<file path="src/verilog/dlss_pkg.sv">
`default_nettype none
package dlss_pkg;
    // bus shape
    localparam int ADDR_W = 8;
    localparam int DATA_W = 32;

    // register byte addresses
    localparam logic [ADDR_W-1:0] OFF_FB_CORR = 8'h00;
    localparam logic [ADDR_W-1:0] OFF_LOCK_CFG = 8'h04;
    localparam logic [ADDR_W-1:0] OFF_STATE_STS = 8'h08;
    localparam logic [ADDR_W-1:0] OFF_EVENTS = 8'h0c;
    localparam logic [ADDR_W-1:0] OFF_EVENT_MASK = 8'h10;
    localparam logic [ADDR_W-1:0] OFF_LOOP_CTRL = 8'h14;

    // feedback_correction_config fields
    localparam int FB_DIV_OFF_BIT = 15;
    localparam int FINE_REV_BIT = 9;
    localparam int PEC_DLY_LSB = 7;
    localparam int PEC_MULT_W = 7;
    localparam logic [15:0] FB_CORR_RST = 16'h0000;
    localparam logic [15:0] FB_CORR_WMASK = 16'h83ff;
    localparam logic [1:0] PEC_DLY_ONE = 2'h1;

    // lock_detect_config fields
    localparam int LOCK_TIMER_LSB = 16;
    localparam logic [15:0] LOCK_TIMER_RST = 16'h00ff;
    localparam logic [15:0] LOCK_THRESH_RST = 16'h0155;
    localparam int THRESH_SHIFT = 3;

    // loop_state_status fields
    localparam int STS_STATE_LSB = 4;
    localparam int STS_REF_LSB = 1;
    localparam int STS_LOCK_BIT = 0;

    // loop_event_flags fields
    localparam int EV_W = 8;
    localparam int EV_LOL_BIT = 0;
    localparam int EV_HOLD_BIT = 2;
    localparam int EV_STCH_BIT = 3;
    localparam logic [EV_W-1:0] EV_IMPL = 8'h0d;

    // loop control register
    localparam int CTRL_W = 5;
    localparam int CTRL_EN_BIT = 0;
    localparam int CTRL_TDC_BIT = 1;
    localparam int CTRL_BWSW_BIT = 2;
    localparam int CTRL_FBSEL_BIT = 3;
    localparam int CTRL_WRFQ_BIT = 4;
    localparam logic [CTRL_W-1:0] CTRL_RST = 5'h00;

    // timing
    localparam int CLK_PERIOD_NS = 4;
    localparam int MS_NS = 1000000;
    localparam int HALF_MS_CYCLES = (MS_NS / 2) / CLK_PERIOD_NS;

    // data paths
    localparam int FINE_W = 31;
    localparam int SDM_W = 16;
    localparam int ERR_W = 32;

    typedef enum logic [2:0] {
        ST_FREERUN, ST_NORMAL, ST_HOLDOVER, ST_WRFREQ, ST_ACQUIRE, ST_HITLESS
    } dlss_state_e;

    // encodings reported in the state field
    localparam logic [2:0] CODE_FREERUN = 3'h0;
    localparam logic [2:0] CODE_NORMAL = 3'h1;
    localparam logic [2:0] CODE_HOLDOVER = 3'h2;
    localparam logic [2:0] CODE_WRFREQ = 3'h3;
    localparam logic [2:0] CODE_ACQUIRE = 3'h4;
    localparam logic [2:0] CODE_HITLESS = 3'h5;
endpackage
`default_nettype wire
</file>
<file path="src/verilog/dlss_lock_if.sv">
`timescale 1ns/1ns
`default_nettype none
interface dlss_lock_if;
    logic [15:0] lockTimer;
    logic errBelow;
    logic restart;
    logic halfDone;
    modport ctrl (output lockTimer, output errBelow, output restart,
        input halfDone);
    modport timer (input lockTimer, input errBelow, input restart,
        output halfDone);
endinterface
`default_nettype wire

</file>
<file path="src/verilog/dlss_lock_status.sv">
`timescale 1ns/1ns
`default_nettype none
module dlss_lock_status #(
    parameter int HALF_MS_CYCLES = dlss_pkg::HALF_MS_CYCLES
) (
    // clock and reset
    input wire logic mclk,
    input wire logic sys_rst,
    // apb slave
    input wire logic psel,
    input wire logic penable,
    input wire logic pwrite,
    input wire logic [dlss_pkg::ADDR_W-1:0] paddr,
    input wire logic [dlss_pkg::DATA_W-1:0] pwdata,
    output logic [dlss_pkg::DATA_W-1:0] prdata,
    output logic pready,
    output logic pslverr,
    // interrupt
    output logic irq,
    // loop core inputs
    input wire logic signed [dlss_pkg::ERR_W-1:0] phaseErr,
    input wire logic refValid,
    input wire logic refSwitch,
    input wire logic [1:0] refSelect,
    input wire logic [dlss_pkg::FINE_W-1:0] tdcFine,
    input wire logic signed [dlss_pkg::SDM_W-1:0] sdmErr,
    // loop core outputs
    output logic fbDividerOn,
    output logic tdcEnable,
    output logic feedbackSourceSelect,
    output logic filterNormalSel,
    output logic [dlss_pkg::FINE_W-1:0] fineDigital,
    output logic signed [dlss_pkg::SDM_W+7:0] corrOut,
    output logic locked
);
    import dlss_pkg::*;

    function automatic logic [ERR_W-1:0] absVal(
        input logic signed [ERR_W-1:0] v);
        absVal = v[ERR_W-1] ? ERR_W'(-v) : ERR_W'(v);
    endfunction

    function automatic logic [FINE_W-1:0] revBits(
        input logic [FINE_W-1:0] v);
        for (int i = 0; i < FINE_W; i++) begin
            revBits[i] = v[FINE_W-1-i];
        end
    endfunction

    function automatic logic [2:0] stateCode(input dlss_state_e s);
        case (s)
            ST_NORMAL: stateCode = CODE_NORMAL;
            ST_HOLDOVER: stateCode = CODE_HOLDOVER;
            ST_WRFREQ: stateCode = CODE_WRFREQ;
            ST_ACQUIRE: stateCode = CODE_ACQUIRE;
            ST_HITLESS: stateCode = CODE_HITLESS;
            default: stateCode = CODE_FREERUN;
        endcase
    endfunction

    // registers
    logic [15:0] fbCorr_q;
    logic [31:0] lockCfg_q;
    logic [CTRL_W-1:0] ctrl_q;
    logic [EV_W-1:0] events_q;
    logic [EV_W-1:0] events_d;
    logic [EV_W-1:0] evMask_q;
    logic [DATA_W-1:0] prdata_q;

    // loop state
    dlss_state_e state_q;
    dlss_state_e state_d;
    logic locked_q;
    logic locked_d;
    logic [1:0] refSel_q;
    logic filtNorm_q;
    logic fbOn_q;
    logic [FINE_W-1:0] fine_q;
    logic signed [SDM_W-1:0] sdmDly_q;
    logic signed [SDM_W+7:0] corr_q;

    // field views
    wire loopEn = ctrl_q[CTRL_EN_BIT];
    wire bwSwitchEn = ctrl_q[CTRL_BWSW_BIT];
    wire writeFreqReq = ctrl_q[CTRL_WRFQ_BIT];
    wire divOff = fbCorr_q[FB_DIV_OFF_BIT];
    wire fineRev = fbCorr_q[FINE_REV_BIT];
    wire [1:0] pecDelay = fbCorr_q[PEC_DLY_LSB+:2];
    wire [PEC_MULT_W-1:0] pecMult = fbCorr_q[PEC_MULT_W-1:0];
    wire [15:0] lockTimer = lockCfg_q[LOCK_TIMER_LSB+:16];
    wire [15:0] lockThresh = lockCfg_q[15:0];

    // apb decode
    wire setupPh = psel && !penable;
    wire accessPh = psel && penable;
    wire wrEn = accessPh && pwrite;
    wire hitFb = (paddr == OFF_FB_CORR);
    wire hitLock = (paddr == OFF_LOCK_CFG);
    wire hitSts = (paddr == OFF_STATE_STS);
    wire hitEv = (paddr == OFF_EVENTS);
    wire hitMask = (paddr == OFF_EVENT_MASK);
    wire hitCtrl = (paddr == OFF_LOOP_CTRL);
    wire hitAny = hitFb || hitLock || hitSts || hitEv || hitMask || hitCtrl;

    wire [7:0] statusWord = {1'b0, stateCode(state_q),
        1'b0, refSel_q, locked_q};

    logic [DATA_W-1:0] readMux;
    always_comb begin
        readMux = '0;
        if (hitFb) begin
            readMux = DATA_W'(fbCorr_q);
        end else if (hitLock) begin
            readMux = lockCfg_q;
        end else if (hitSts) begin
            readMux = DATA_W'(statusWord);
        end else if (hitEv) begin
            readMux = DATA_W'(events_q);
        end else if (hitMask) begin
            readMux = DATA_W'(evMask_q);
        end else if (hitCtrl) begin
            readMux = DATA_W'(ctrl_q);
        end
    end

    // read data captured in setup, answered in the first access cycle
    assign pready = accessPh;
    assign pslverr = accessPh && !hitAny;
    assign prdata = prdata_q;

    always_ff @(posedge mclk or posedge sys_rst) begin
        if (sys_rst) begin
            prdata_q <= '0;
        end else if (setupPh) begin
            prdata_q <= readMux;
        end
    end

    always_ff @(posedge mclk or posedge sys_rst) begin
        if (sys_rst) begin
            fbCorr_q <= FB_CORR_RST;
            lockCfg_q <= {LOCK_TIMER_RST, LOCK_THRESH_RST};
            ctrl_q <= CTRL_RST;
            evMask_q <= '0;
        end else if (wrEn) begin
            if (hitFb) begin
                fbCorr_q <= pwdata[15:0] & FB_CORR_WMASK;
            end else if (hitLock) begin
                lockCfg_q <= pwdata;
            end else if (hitCtrl) begin
                ctrl_q <= pwdata[CTRL_W-1:0];
            end else if (hitMask) begin
                evMask_q <= pwdata[EV_W-1:0] & EV_IMPL;
            end
        end
    end

    // lock qualification: threshold scaled by eight
    wire [ERR_W-1:0] absErr = absVal(phaseErr);
    wire [ERR_W-1:0] thrScaled = ERR_W'(lockThresh) << THRESH_SHIFT;
    wire errBelow = absErr < thrScaled;
    wire stateChg = (state_d != state_q);

    dlss_lock_if lk ();
    assign lk.lockTimer = lockTimer;
    assign lk.errBelow = errBelow;
    assign lk.restart = stateChg;
    wire halfDone = lk.halfDone;

    dlss_lock_timer #(
        .HALF_MS_CYCLES(HALF_MS_CYCLES)
    ) u_timer (
        .mclk(mclk),
        .sys_rst(sys_rst),
        .lk(lk.timer)
    );

    // loop state machine
    always_comb begin
        state_d = state_q;
        if (!loopEn) begin
            state_d = ST_FREERUN;
        end else begin
            case (state_q)
                ST_FREERUN: begin
                    if (writeFreqReq) begin
                        state_d = ST_WRFREQ;
                    end else if (refValid) begin
                        state_d = ST_ACQUIRE;
                    end
                end
                ST_ACQUIRE: begin
                    if (!refValid) begin
                        state_d = ST_HOLDOVER;
                    end else if (halfDone) begin
                        state_d = ST_NORMAL;
                    end
                end
                ST_NORMAL: begin
                    if (!refValid) begin
                        state_d = ST_HOLDOVER;
                    end else if (refSwitch) begin
                        state_d = ST_HITLESS;
                    end
                end
                ST_HITLESS: begin
                    if (!refValid) begin
                        state_d = ST_HOLDOVER;
                    end else if (halfDone) begin
                        state_d = ST_NORMAL;
                    end
                end
                ST_HOLDOVER: begin
                    if (refValid) begin
                        state_d = ST_ACQUIRE;
                    end
                end
                ST_WRFREQ: begin
                    if (!writeFreqReq) begin
                        state_d = ST_FREERUN;
                    end
                end
                default: state_d = ST_FREERUN;
            endcase
        end
    end

    // lock declared on the second half interval, dropped on large error
    wire stayNormal = (state_q == ST_NORMAL) && (state_d == ST_NORMAL);
    assign locked_d = stayNormal && errBelow &&
        (locked_q || halfDone);

    // sticky events; a new event beats a clear in the same cycle
    wire [EV_W-1:0] evClr = (wrEn && hitEv) ? pwdata[EV_W-1:0] : '0;
    wire [EV_W-1:0] evSet = EV_W'(
        (stateChg << EV_STCH_BIT) |
        ((locked_q && !locked_d) << EV_LOL_BIT) |
        ((state_d == ST_HOLDOVER && state_q != ST_HOLDOVER)
            << EV_HOLD_BIT));
    assign events_d = ((events_q & ~evClr) | evSet) & EV_IMPL;

    wire filtNorm_d = !bwSwitchEn ? 1'b1 :
        (state_d == ST_ACQUIRE) ? 1'b0 :
        (state_q == ST_ACQUIRE && state_d == ST_NORMAL) ? 1'b1 : filtNorm_q;

    always_ff @(posedge mclk or posedge sys_rst) begin
        if (sys_rst) begin
            state_q <= ST_FREERUN;
            locked_q <= 1'b0;
            events_q <= '0;
            refSel_q <= '0;
            filtNorm_q <= 1'b0;
        end else begin
            state_q <= state_d;
            locked_q <= locked_d;
            events_q <= events_d;
            refSel_q <= refSelect;
            filtNorm_q <= filtNorm_d;
        end
    end

    // feedback correction data path
    wire signed [SDM_W-1:0] sdmSel =
        (pecDelay == PEC_DLY_ONE) ? sdmDly_q : sdmErr;
    wire signed [SDM_W+7:0] corr_d =
        sdmSel * $signed({1'b0, pecMult});

    always_ff @(posedge mclk or posedge sys_rst) begin
        if (sys_rst) begin
            fbOn_q <= 1'b0;
            fine_q <= '0;
            sdmDly_q <= '0;
            corr_q <= '0;
        end else begin
            fbOn_q <= loopEn && !divOff;
            fine_q <= fineRev ? revBits(tdcFine) : tdcFine;
            sdmDly_q <= sdmErr;
            corr_q <= corr_d;
        end
    end

    assign fbDividerOn = fbOn_q;
    assign tdcEnable = ctrl_q[CTRL_TDC_BIT];
    assign feedbackSourceSelect = ctrl_q[CTRL_FBSEL_BIT];
    assign filterNormalSel = filtNorm_q;
    assign fineDigital = fine_q;
    assign corrOut = corr_q;
    assign locked = locked_q;
    assign irq = |(events_q & evMask_q);
endmodule // dlss_lock_status
`default_nettype wire

</file>
<file path="src/verilog/dlss_lock_timer.sv">
`timescale 1ns/1ns
`default_nettype none
module dlss_lock_timer #(
    parameter int HALF_MS_CYCLES = dlss_pkg::HALF_MS_CYCLES
) (
    // clock and reset
    input wire logic mclk,
    input wire logic sys_rst,
    // qualification port
    dlss_lock_if.timer lk
);
    import dlss_pkg::*;
    localparam int DIV_W = $clog2(HALF_MS_CYCLES + 1);
    localparam logic [DIV_W-1:0] DIV_LAST = DIV_W'(HALF_MS_CYCLES - 1);

    logic [DIV_W-1:0] divCnt_q;
    logic [15:0] halfCnt_q;
    logic halfDone_q;
    wire hold = !lk.errBelow || lk.restart;
    wire tick = (divCnt_q == DIV_LAST);
    // lockTimer is in ms, so half of it is lockTimer half-ms ticks
    wire reach = tick && (halfCnt_q + 16'h0001 >= lk.lockTimer);

    always_ff @(posedge mclk or posedge sys_rst) begin
        if (sys_rst) begin
            divCnt_q <= '0;
            halfCnt_q <= '0;
            halfDone_q <= 1'b0;
        end else if (hold) begin
            divCnt_q <= '0;
            halfCnt_q <= '0;
            halfDone_q <= 1'b0;
        end else begin
            divCnt_q <= tick ? '0 : divCnt_q + 1'b1;
            halfCnt_q <= reach ? '0 : halfCnt_q + 16'(tick);
            halfDone_q <= reach;
        end
    end
    assign lk.halfDone = halfDone_q;
endmodule // dlss_lock_timer
`default_nettype wire

</file>
<file path="config.mk">
export PLATFORM = sky130hd
export DESIGN_NAME = dlss_lock_status
export DESIGN_NICKNAME = d
export VERILOG_FILES = /design/src/verilog/dlss_pkg.sv /design/src/verilog/dlss_lock_if.sv /design/src/verilog/dlss_lock_status.sv /design/src/verilog/dlss_lock_timer.sv
export SDC_FILE = /design/constraint.sdc
export NUM_CORES = 1
export LEC_CHECK = 0
export ABC_AREA = 1
export BUFFER_PORTS_ARGS = -buffer_cell sky130_fd_sc_hd__buf_4
export CORE_UTILIZATION = 45
export CTS_CLUSTER_SIZE = 30
export DETAILED_ROUTE_END_ITERATION = 7
export GPL_TIMING_DRIVEN = 1
export PLACE_DENSITY = 0.66
export SLEW_MARGIN = 20
export SYNTH_ARGS = -nofsm -noshare
export SYNTH_HDL_FRONTEND = slang
export SYNTH_SLANG_ARGS = --single-unit
</file>
<file path="constraint.sdc">
create_clock -name mclk -period 7.2 [get_ports mclk]
set_input_delay 0 -clock mclk [delete_from_list [all_inputs] [get_ports mclk]]
set_output_delay 0 -clock mclk [all_outputs]
set_load 0.005 [all_outputs]
</file>
Word level (Yosys, flattened, before mapping)
Index checks and enable logic that the tools add are counted.
{"block": "classes", "n_addsub": 4, "n_mul": 1, "div": 0, "n_lt_le_gt_ge": 2, "n_eq_ne": 18, "shifts": 0, "mux": 28, "bitwise": 9, "n_reduce_logical": 33}
{"operator": "32-bit two-way mux", "n": 3}
{"operator": "16-bit two-way mux", "n": 3}
{"operator": "17-bit two-way mux", "n": 2}
{"operator": "32-bit by 19-bit less-than comparator with 1-bit output", "n": 1}
{"operator": "32-bit negation", "n": 1}
{"operator": "31-bit two-way mux", "n": 1}
{"operator": "3-bit case mux with 5 select lines", "n": 2}
{"operator": "16-bit by 8-bit multiplier with 24-bit output", "n": 1}
{"operator": "3-bit two-way mux", "n": 8}
{"operator": "17-bit by 1-bit adder with 17-bit output (second input constant)", "n": 1}
{"operator": "17-bit == test (second input constant)", "n": 1}
{"operator": "16-bit by 1-bit adder with 16-bit output", "n": 1}
{"operator": "16-bit by 1-bit adder with 16-bit output (second input constant)", "n": 1}
{"operator": "8-bit by 4-bit == test with 1-bit output (second input constant)", "n": 2}
{"operator": "8-bit by 5-bit == test with 1-bit output (second input constant)", "n": 2}
{"operator": "16-bit >= comparator", "n": 1}
{"operator": "5-bit two-way mux", "n": 3}
{"operator": "1-bit logical AND", "n": 13}
{"operator": "3-bit by 2-bit == test with 1-bit output (second input constant)", "n": 3}
{"operator": "3-bit == test (second input constant)", "n": 3}
{"operator": "4-bit bitwise AND", "n": 2}
{"operator": "8-bit by 3-bit == test with 1-bit output (second input constant)", "n": 1}
{"operator": "8-bit zero test", "n": 1}
{"operator": "8-bit OR reduction", "n": 1}
{"operator": "21 further kinds", "n": 37}
{"block": "totals", "register_bits": 199, "latchBits": 0, "ram_bits": 0, "mem_bits_ro": 0, "input_bits": 128, "out_inout_bits": 95, "wordCells": 112, "n_memories": 0}

Depth between registers and ports, before layout
{"block": "logic_depth", "depth_word": 13, "mapped_depth": 24, "depth_no_buf": 23}

By module
Synthesis repeated with hierarchy kept, for this count alone.
{"block": "hier_totals", "hier_cells": 1815, "area_unflattened_um2": 14556.5}
{"mod": "dlss_lock_status", "instances": 1, "cells_each": 1449, "area_per_inst_um2": 11952.7, "seq_area_each_um2": 4145.2}
{"mod": "dlss_lock_timer", "instances": 1, "cells_each": 366, "area_per_inst_um2": 2603.7, "seq_area_each_um2": 850.8}

Worst setup path before layout
Ideal clock, no wire load.
{"block": "synth_timing", "path_kind": "flip-flop to flip-flop", "start": "register fbCorr_q[7]", "end": "register corr_q[21] (netlist: corrOut[21])", "setup_ns": 0.117, "arrival_time_ns": 4.823, "t_required_ns": 7.083, "path_slack_ns": 2.260, "path_stages_with_launch": 23, "n_path_buf": 1, "cell_sequence": "dfrtp_1 nand2_1 clkbuf_1 nand2_1 o21a_1 inv_1 nor2_1 fa_1 fa_1 fa_1 inv_1 fa_1 inv_1 ha_1 a21oi_1 a21boi_0 nor3_1 a211oi_1 o21bai_1 nand2_1 nand2_1 nand2_1 nand2_1"}
{"block": "synth_between", "elab_chain_len": 3}
{"element": "from (decl)", "line_no": "dlss_lock_status.sv:62", "source": "logic [15:0] fbCorr_q;"}
{"element": "from (signal assigned)", "line_no": "dlss_lock_status.sv:147", "source": "fbCorr_q <= pwdata[15:0] & FB_CORR_WMASK;"}
{"element": "2-bit by 1-bit == test with 1-bit output", "line_no": "dlss_lock_status.sv:264", "source": "(pecDelay == PEC_DLY_ONE) ? sdmDly_q : sdmErr;"}
{"element": "16-bit two-way mux", "line_no": "dlss_lock_status.sv:264"}
{"element": "16-bit by 8-bit multiplier with 24-bit output", "line_no": "dlss_lock_status.sv:266", "source": "sdmSel * $signed({1'b0, pecMult});"}
{"element": "named net corr_d[21]", "line_no": "dlss_lock_status.sv:265", "source": "wire signed [SDM_W+7:0] corr_d ="}
{"element": "to (signal assigned)", "line_no": "dlss_lock_status.sv:278", "source": "corr_q <= corr_d;"}
{"element": "to (decl)", "line_no": "dlss_lock_status.sv:80", "source": "logic signed [SDM_W+7:0] corr_q;"}
The timed path passes the listed nets, and every way through them passes these cells.
A chain may end at the register's enable or synchronous reset.

Final worst setup path
Ends and elaborated chain as after synthesis.

==> results.md <==
- Reg-to-Reg Start: fbCorr_q[7]
- Complex-gate fraction of the synthesized area: 9.18%
- Area Growth Syn to Fin: 25.1%
- Antenna violations before repair: 1
- Row count: 65
- Fin Setup TNS: 0 ns
- Clock Latency Late Sink: 0.45 ns
- Layout cells sized above 1: 17.3%
- Fin crit period: 5.89 ns
- Pleak: 9.14 nW
- Largest net degree at the start of global routing: 120
- R2r setup slk: 1.31 ns
- PortBufs: 222
- Largest family of logic cells by synthesized area: simple AND/OR/NAND/NOR gates
- Inst Count DP: 2323
- Final Cycle Share: 81.9%
- YS warnings: 0
- Worst reg2reg path depth: 19
- Setup CP Type: flip-flop to flip-flop
- PD cells: 138 nW/µm²
- Net count after synthesis: 2032
- Synth Area in Simple Gates: 21.8%
- FMAX: 170 MHz
- Post CTS Setup Buffer Count: 0
- Worst EP required: 7.53 ns
- Seq/Total Area, Yosys: 34.8%
- Grt total ovfl: 0
- Wirelength per Cell: 15.1 µm
- Clock tree buffer depth: 2
- Hold slack: 0.0382 ns
- WL final: 37000 µm
- First-pass GRT wire length: 60300 µm
- #FFs+latches synth: 199
- Critical path arrival: 6.23 ns
- Cell area after synthesis: 14400 µm²
- Post-Syn Instances: 1734
- Initial DRT Pass Iterations: 5
- Synth cell types: 49
- GP Congestion: 0.951
- Number of flops mapped to enable cells by yosys: 0
- Crit path launch type: flip-flop
- Adder-Cell Fraction of Synth Area: 19.3%
- Most frequent cells in the layout: nand2_1, inv_1, buf_4
- Fill cells: 2849
- # clock sinks: 199
- VDD IR-drop max: 151 µV
- Final hold vios: 0
- Finished Layout Cells: 2453
- Critical R2R Capture: corrOut[21]
- XOR/XNOR share of the synthesized area: 4.93%
- Least-Margin Pin Slew: 1.06 ns
- Die Ht: 181 µm
- Via count: 12142
- Crit end category: flip-flop
- Antenna Nets Post-Route: 0
- Area of the multi-input gates: 7990 µm²
- RSZ-0062 raised after global routing: false
- Die width: 181 µm
- Final Skew: 0.0126 ns
- Max-cap check violation count: 0
- Hold_sp: penable
- Estimated wirelength of the detail-placed design: 28500 µm
- Relative slew slack: 29.0%
- Worst hold stages: 4
- Hold Crit Class: input pin to flip-flop
- Die area: 32600 µm²
- CP Max Fanout: 27
- Synthesized area per cell: 8.28 µm²
- CTS tree: done
- CTS H-tree lvls: 4
- Most common cell after layout, fill and taps aside: nand2_1
- Clk slew on worst S/H paths: 0.07 ns
- Max Transition Viols Final: 0
- Core ar.: 31500 µm²
- DR vias/cell: 4.95
- # IOs: 223
- # DRC: 0
- Root buffer cell: clkbuf_16
- CTS Buf Count: 17
- Vias in the first global route: 12255
- Register area: 5000 µm²
- Post-synthesis mux area share: 0.427%
- Outcome: complete, no violations
- Nets: 2336
- GRT Overall Usage: 23.2%
- Initial drt markers: 569
- Hold Path End: prdata[16]
- Ys async rst share: 100%
- Synth Flop Type: dfrtp_1
- Final setup fails: 0
- Initial Utilization: 45.6%
==> final cells by class <==
cell class / count / share of cell area [%]
diodes: 1 / 0.0139
clock buffers: 19 / 2.47
clock inverters: 12 / 0.794
inverters: 318 / 6.69
multi-input cells: 1177 / 44.5
flip-flops and latches: 199 / 27.8
well taps: 402 / 2.80
repair buffers: 325 / 15.0
==> how the worst max path moves through the flow <==
stage,endpoint,from,cells after the start,slack [ns]
floorplan,corrOut[0],sys_rst,1,1.80
global placement,corrOut[21],fbCorr_q[8],20,1.50
global route,corrOut[21],fbCorr_q[7],19,0.88
CTS,corrOut[21],fbCorr_q[7],19,1.34
finish,corrOut[21],fbCorr_q[7],19,1.31
detailed placement,corrOut[21],fbCorr_q[7],19,1.37
==> cells in the mapped netlist, types with 15 or more instances <==
| library cell | number | area (µm²) |
|---|---|---|
| nand2_1 | 317 | 1190 |
| inv_1 | 307 | 1150 |
| nor2_1 | 210 | 788 |
| dfrtp_1 | 186 | 4650 |
| o21ai_0 | 104 | 521 |
| fa_1 | 86 | 1720 |
| ha_1 | 84 | 1050 |
| a21oi_1 | 77 | 385 |
| xor2_1 | 55 | 482 |
| nand3_1 | 50 | 250 |
| clkbuf_1 | 31 | 116 |
| nor2_4 | 28 | 315 |
| xnor2_1 | 24 | 210 |
| o31ai_1 | 22 | 165 |
| nor2_2 | 18 | 113 |
| nand4_1 | 16 | 100 |
| nor3_1 | 15 | 75.1 |
==> worst max-delay path, cell delays in order (launching register included) <==
cell	delay, ns
dfrtp_1	0.40
nand2_1	0.71
mux2i_1	0.60
nor2_1	0.13
fa_1	0.58
fa_1	0.45
fa_1	0.55
inv_1	0.05
fa_1	0.53
inv_1	0.04
ha_1	0.34
a21oi_1	0.19
a21boi_0	0.30
nor3_1	0.11
a211oi_1	0.38
o21bai_1	0.16
nand2_1	0.10
nand2_1	0.05
nand2_1	0.06
nand2_1	0.05
==> power by group <==
| group | switching [mW] | internal (mW) | total, mW |
|---|---|---|---|
| clock network | 0.448 | 0.526 | 0.974 |
| registers | 0.0117 | 1.15 | 1.16 |
| logic | 0.181 | 0.163 | 0.344 |
==> registers in the layout, summed over array words and instances, names as in the netlist, 2 cells and up <==
signal	count
corrOut	24
ctrl_q	5
evMask_q	3
events_q	3
fbCorr_q	11
fineDigital	31
lockCfg_q	32
prdata	32
refSel_q	2
sdmDly_q	16
state_q	3
u_timer.divCnt_q	17
u_timer.halfCnt_q	16
==> metrics by stage <==
step	worst slack, ns	area (µm²)	total power [mW]	util (%)
finish	1.31	18000	2.48	57.1
detailed placement	1.37	16400	1.48	52.1
global placement	1.50	16400	1.48	52.1
CTS	1.34	18000	2.50	57.1
floorplan	1.80	14400	1.34	-
global route	0.881	18000	2.58	57.1
==> logic make-up (layout without fill, tap and decap cells) <==
kind of cell | Yosys count | count (layout)
simple gates | 685 | 685
buf+inv | 358 | 674
compound gates | 236 | 236
flops | 199 | 199
fa+ha+maj | 170 | 170
xor+xnor | 80 | 80
mux | 6 | 6
other cells | 0 | 1
==> repair_timing <==
| action | in CTS | in global routing |
|---|---|---|
| hold buffers | 98 | 0 |
| hold endpoints to repair | 219 | 0 |
| resized for setup | 0 | 0 |
| setup endpoints to repair | 0 | 0 |
==> per-layer routing <==
layer  global-route usage (%)  part of all wire, %
met2                     41.9                   52
met1                     28.1                   43
met3                     3.84                  3.5
met5                        0                    0
met4                     7.08                  2.2
No activity file was read; power rests on OpenSTA's default activity.
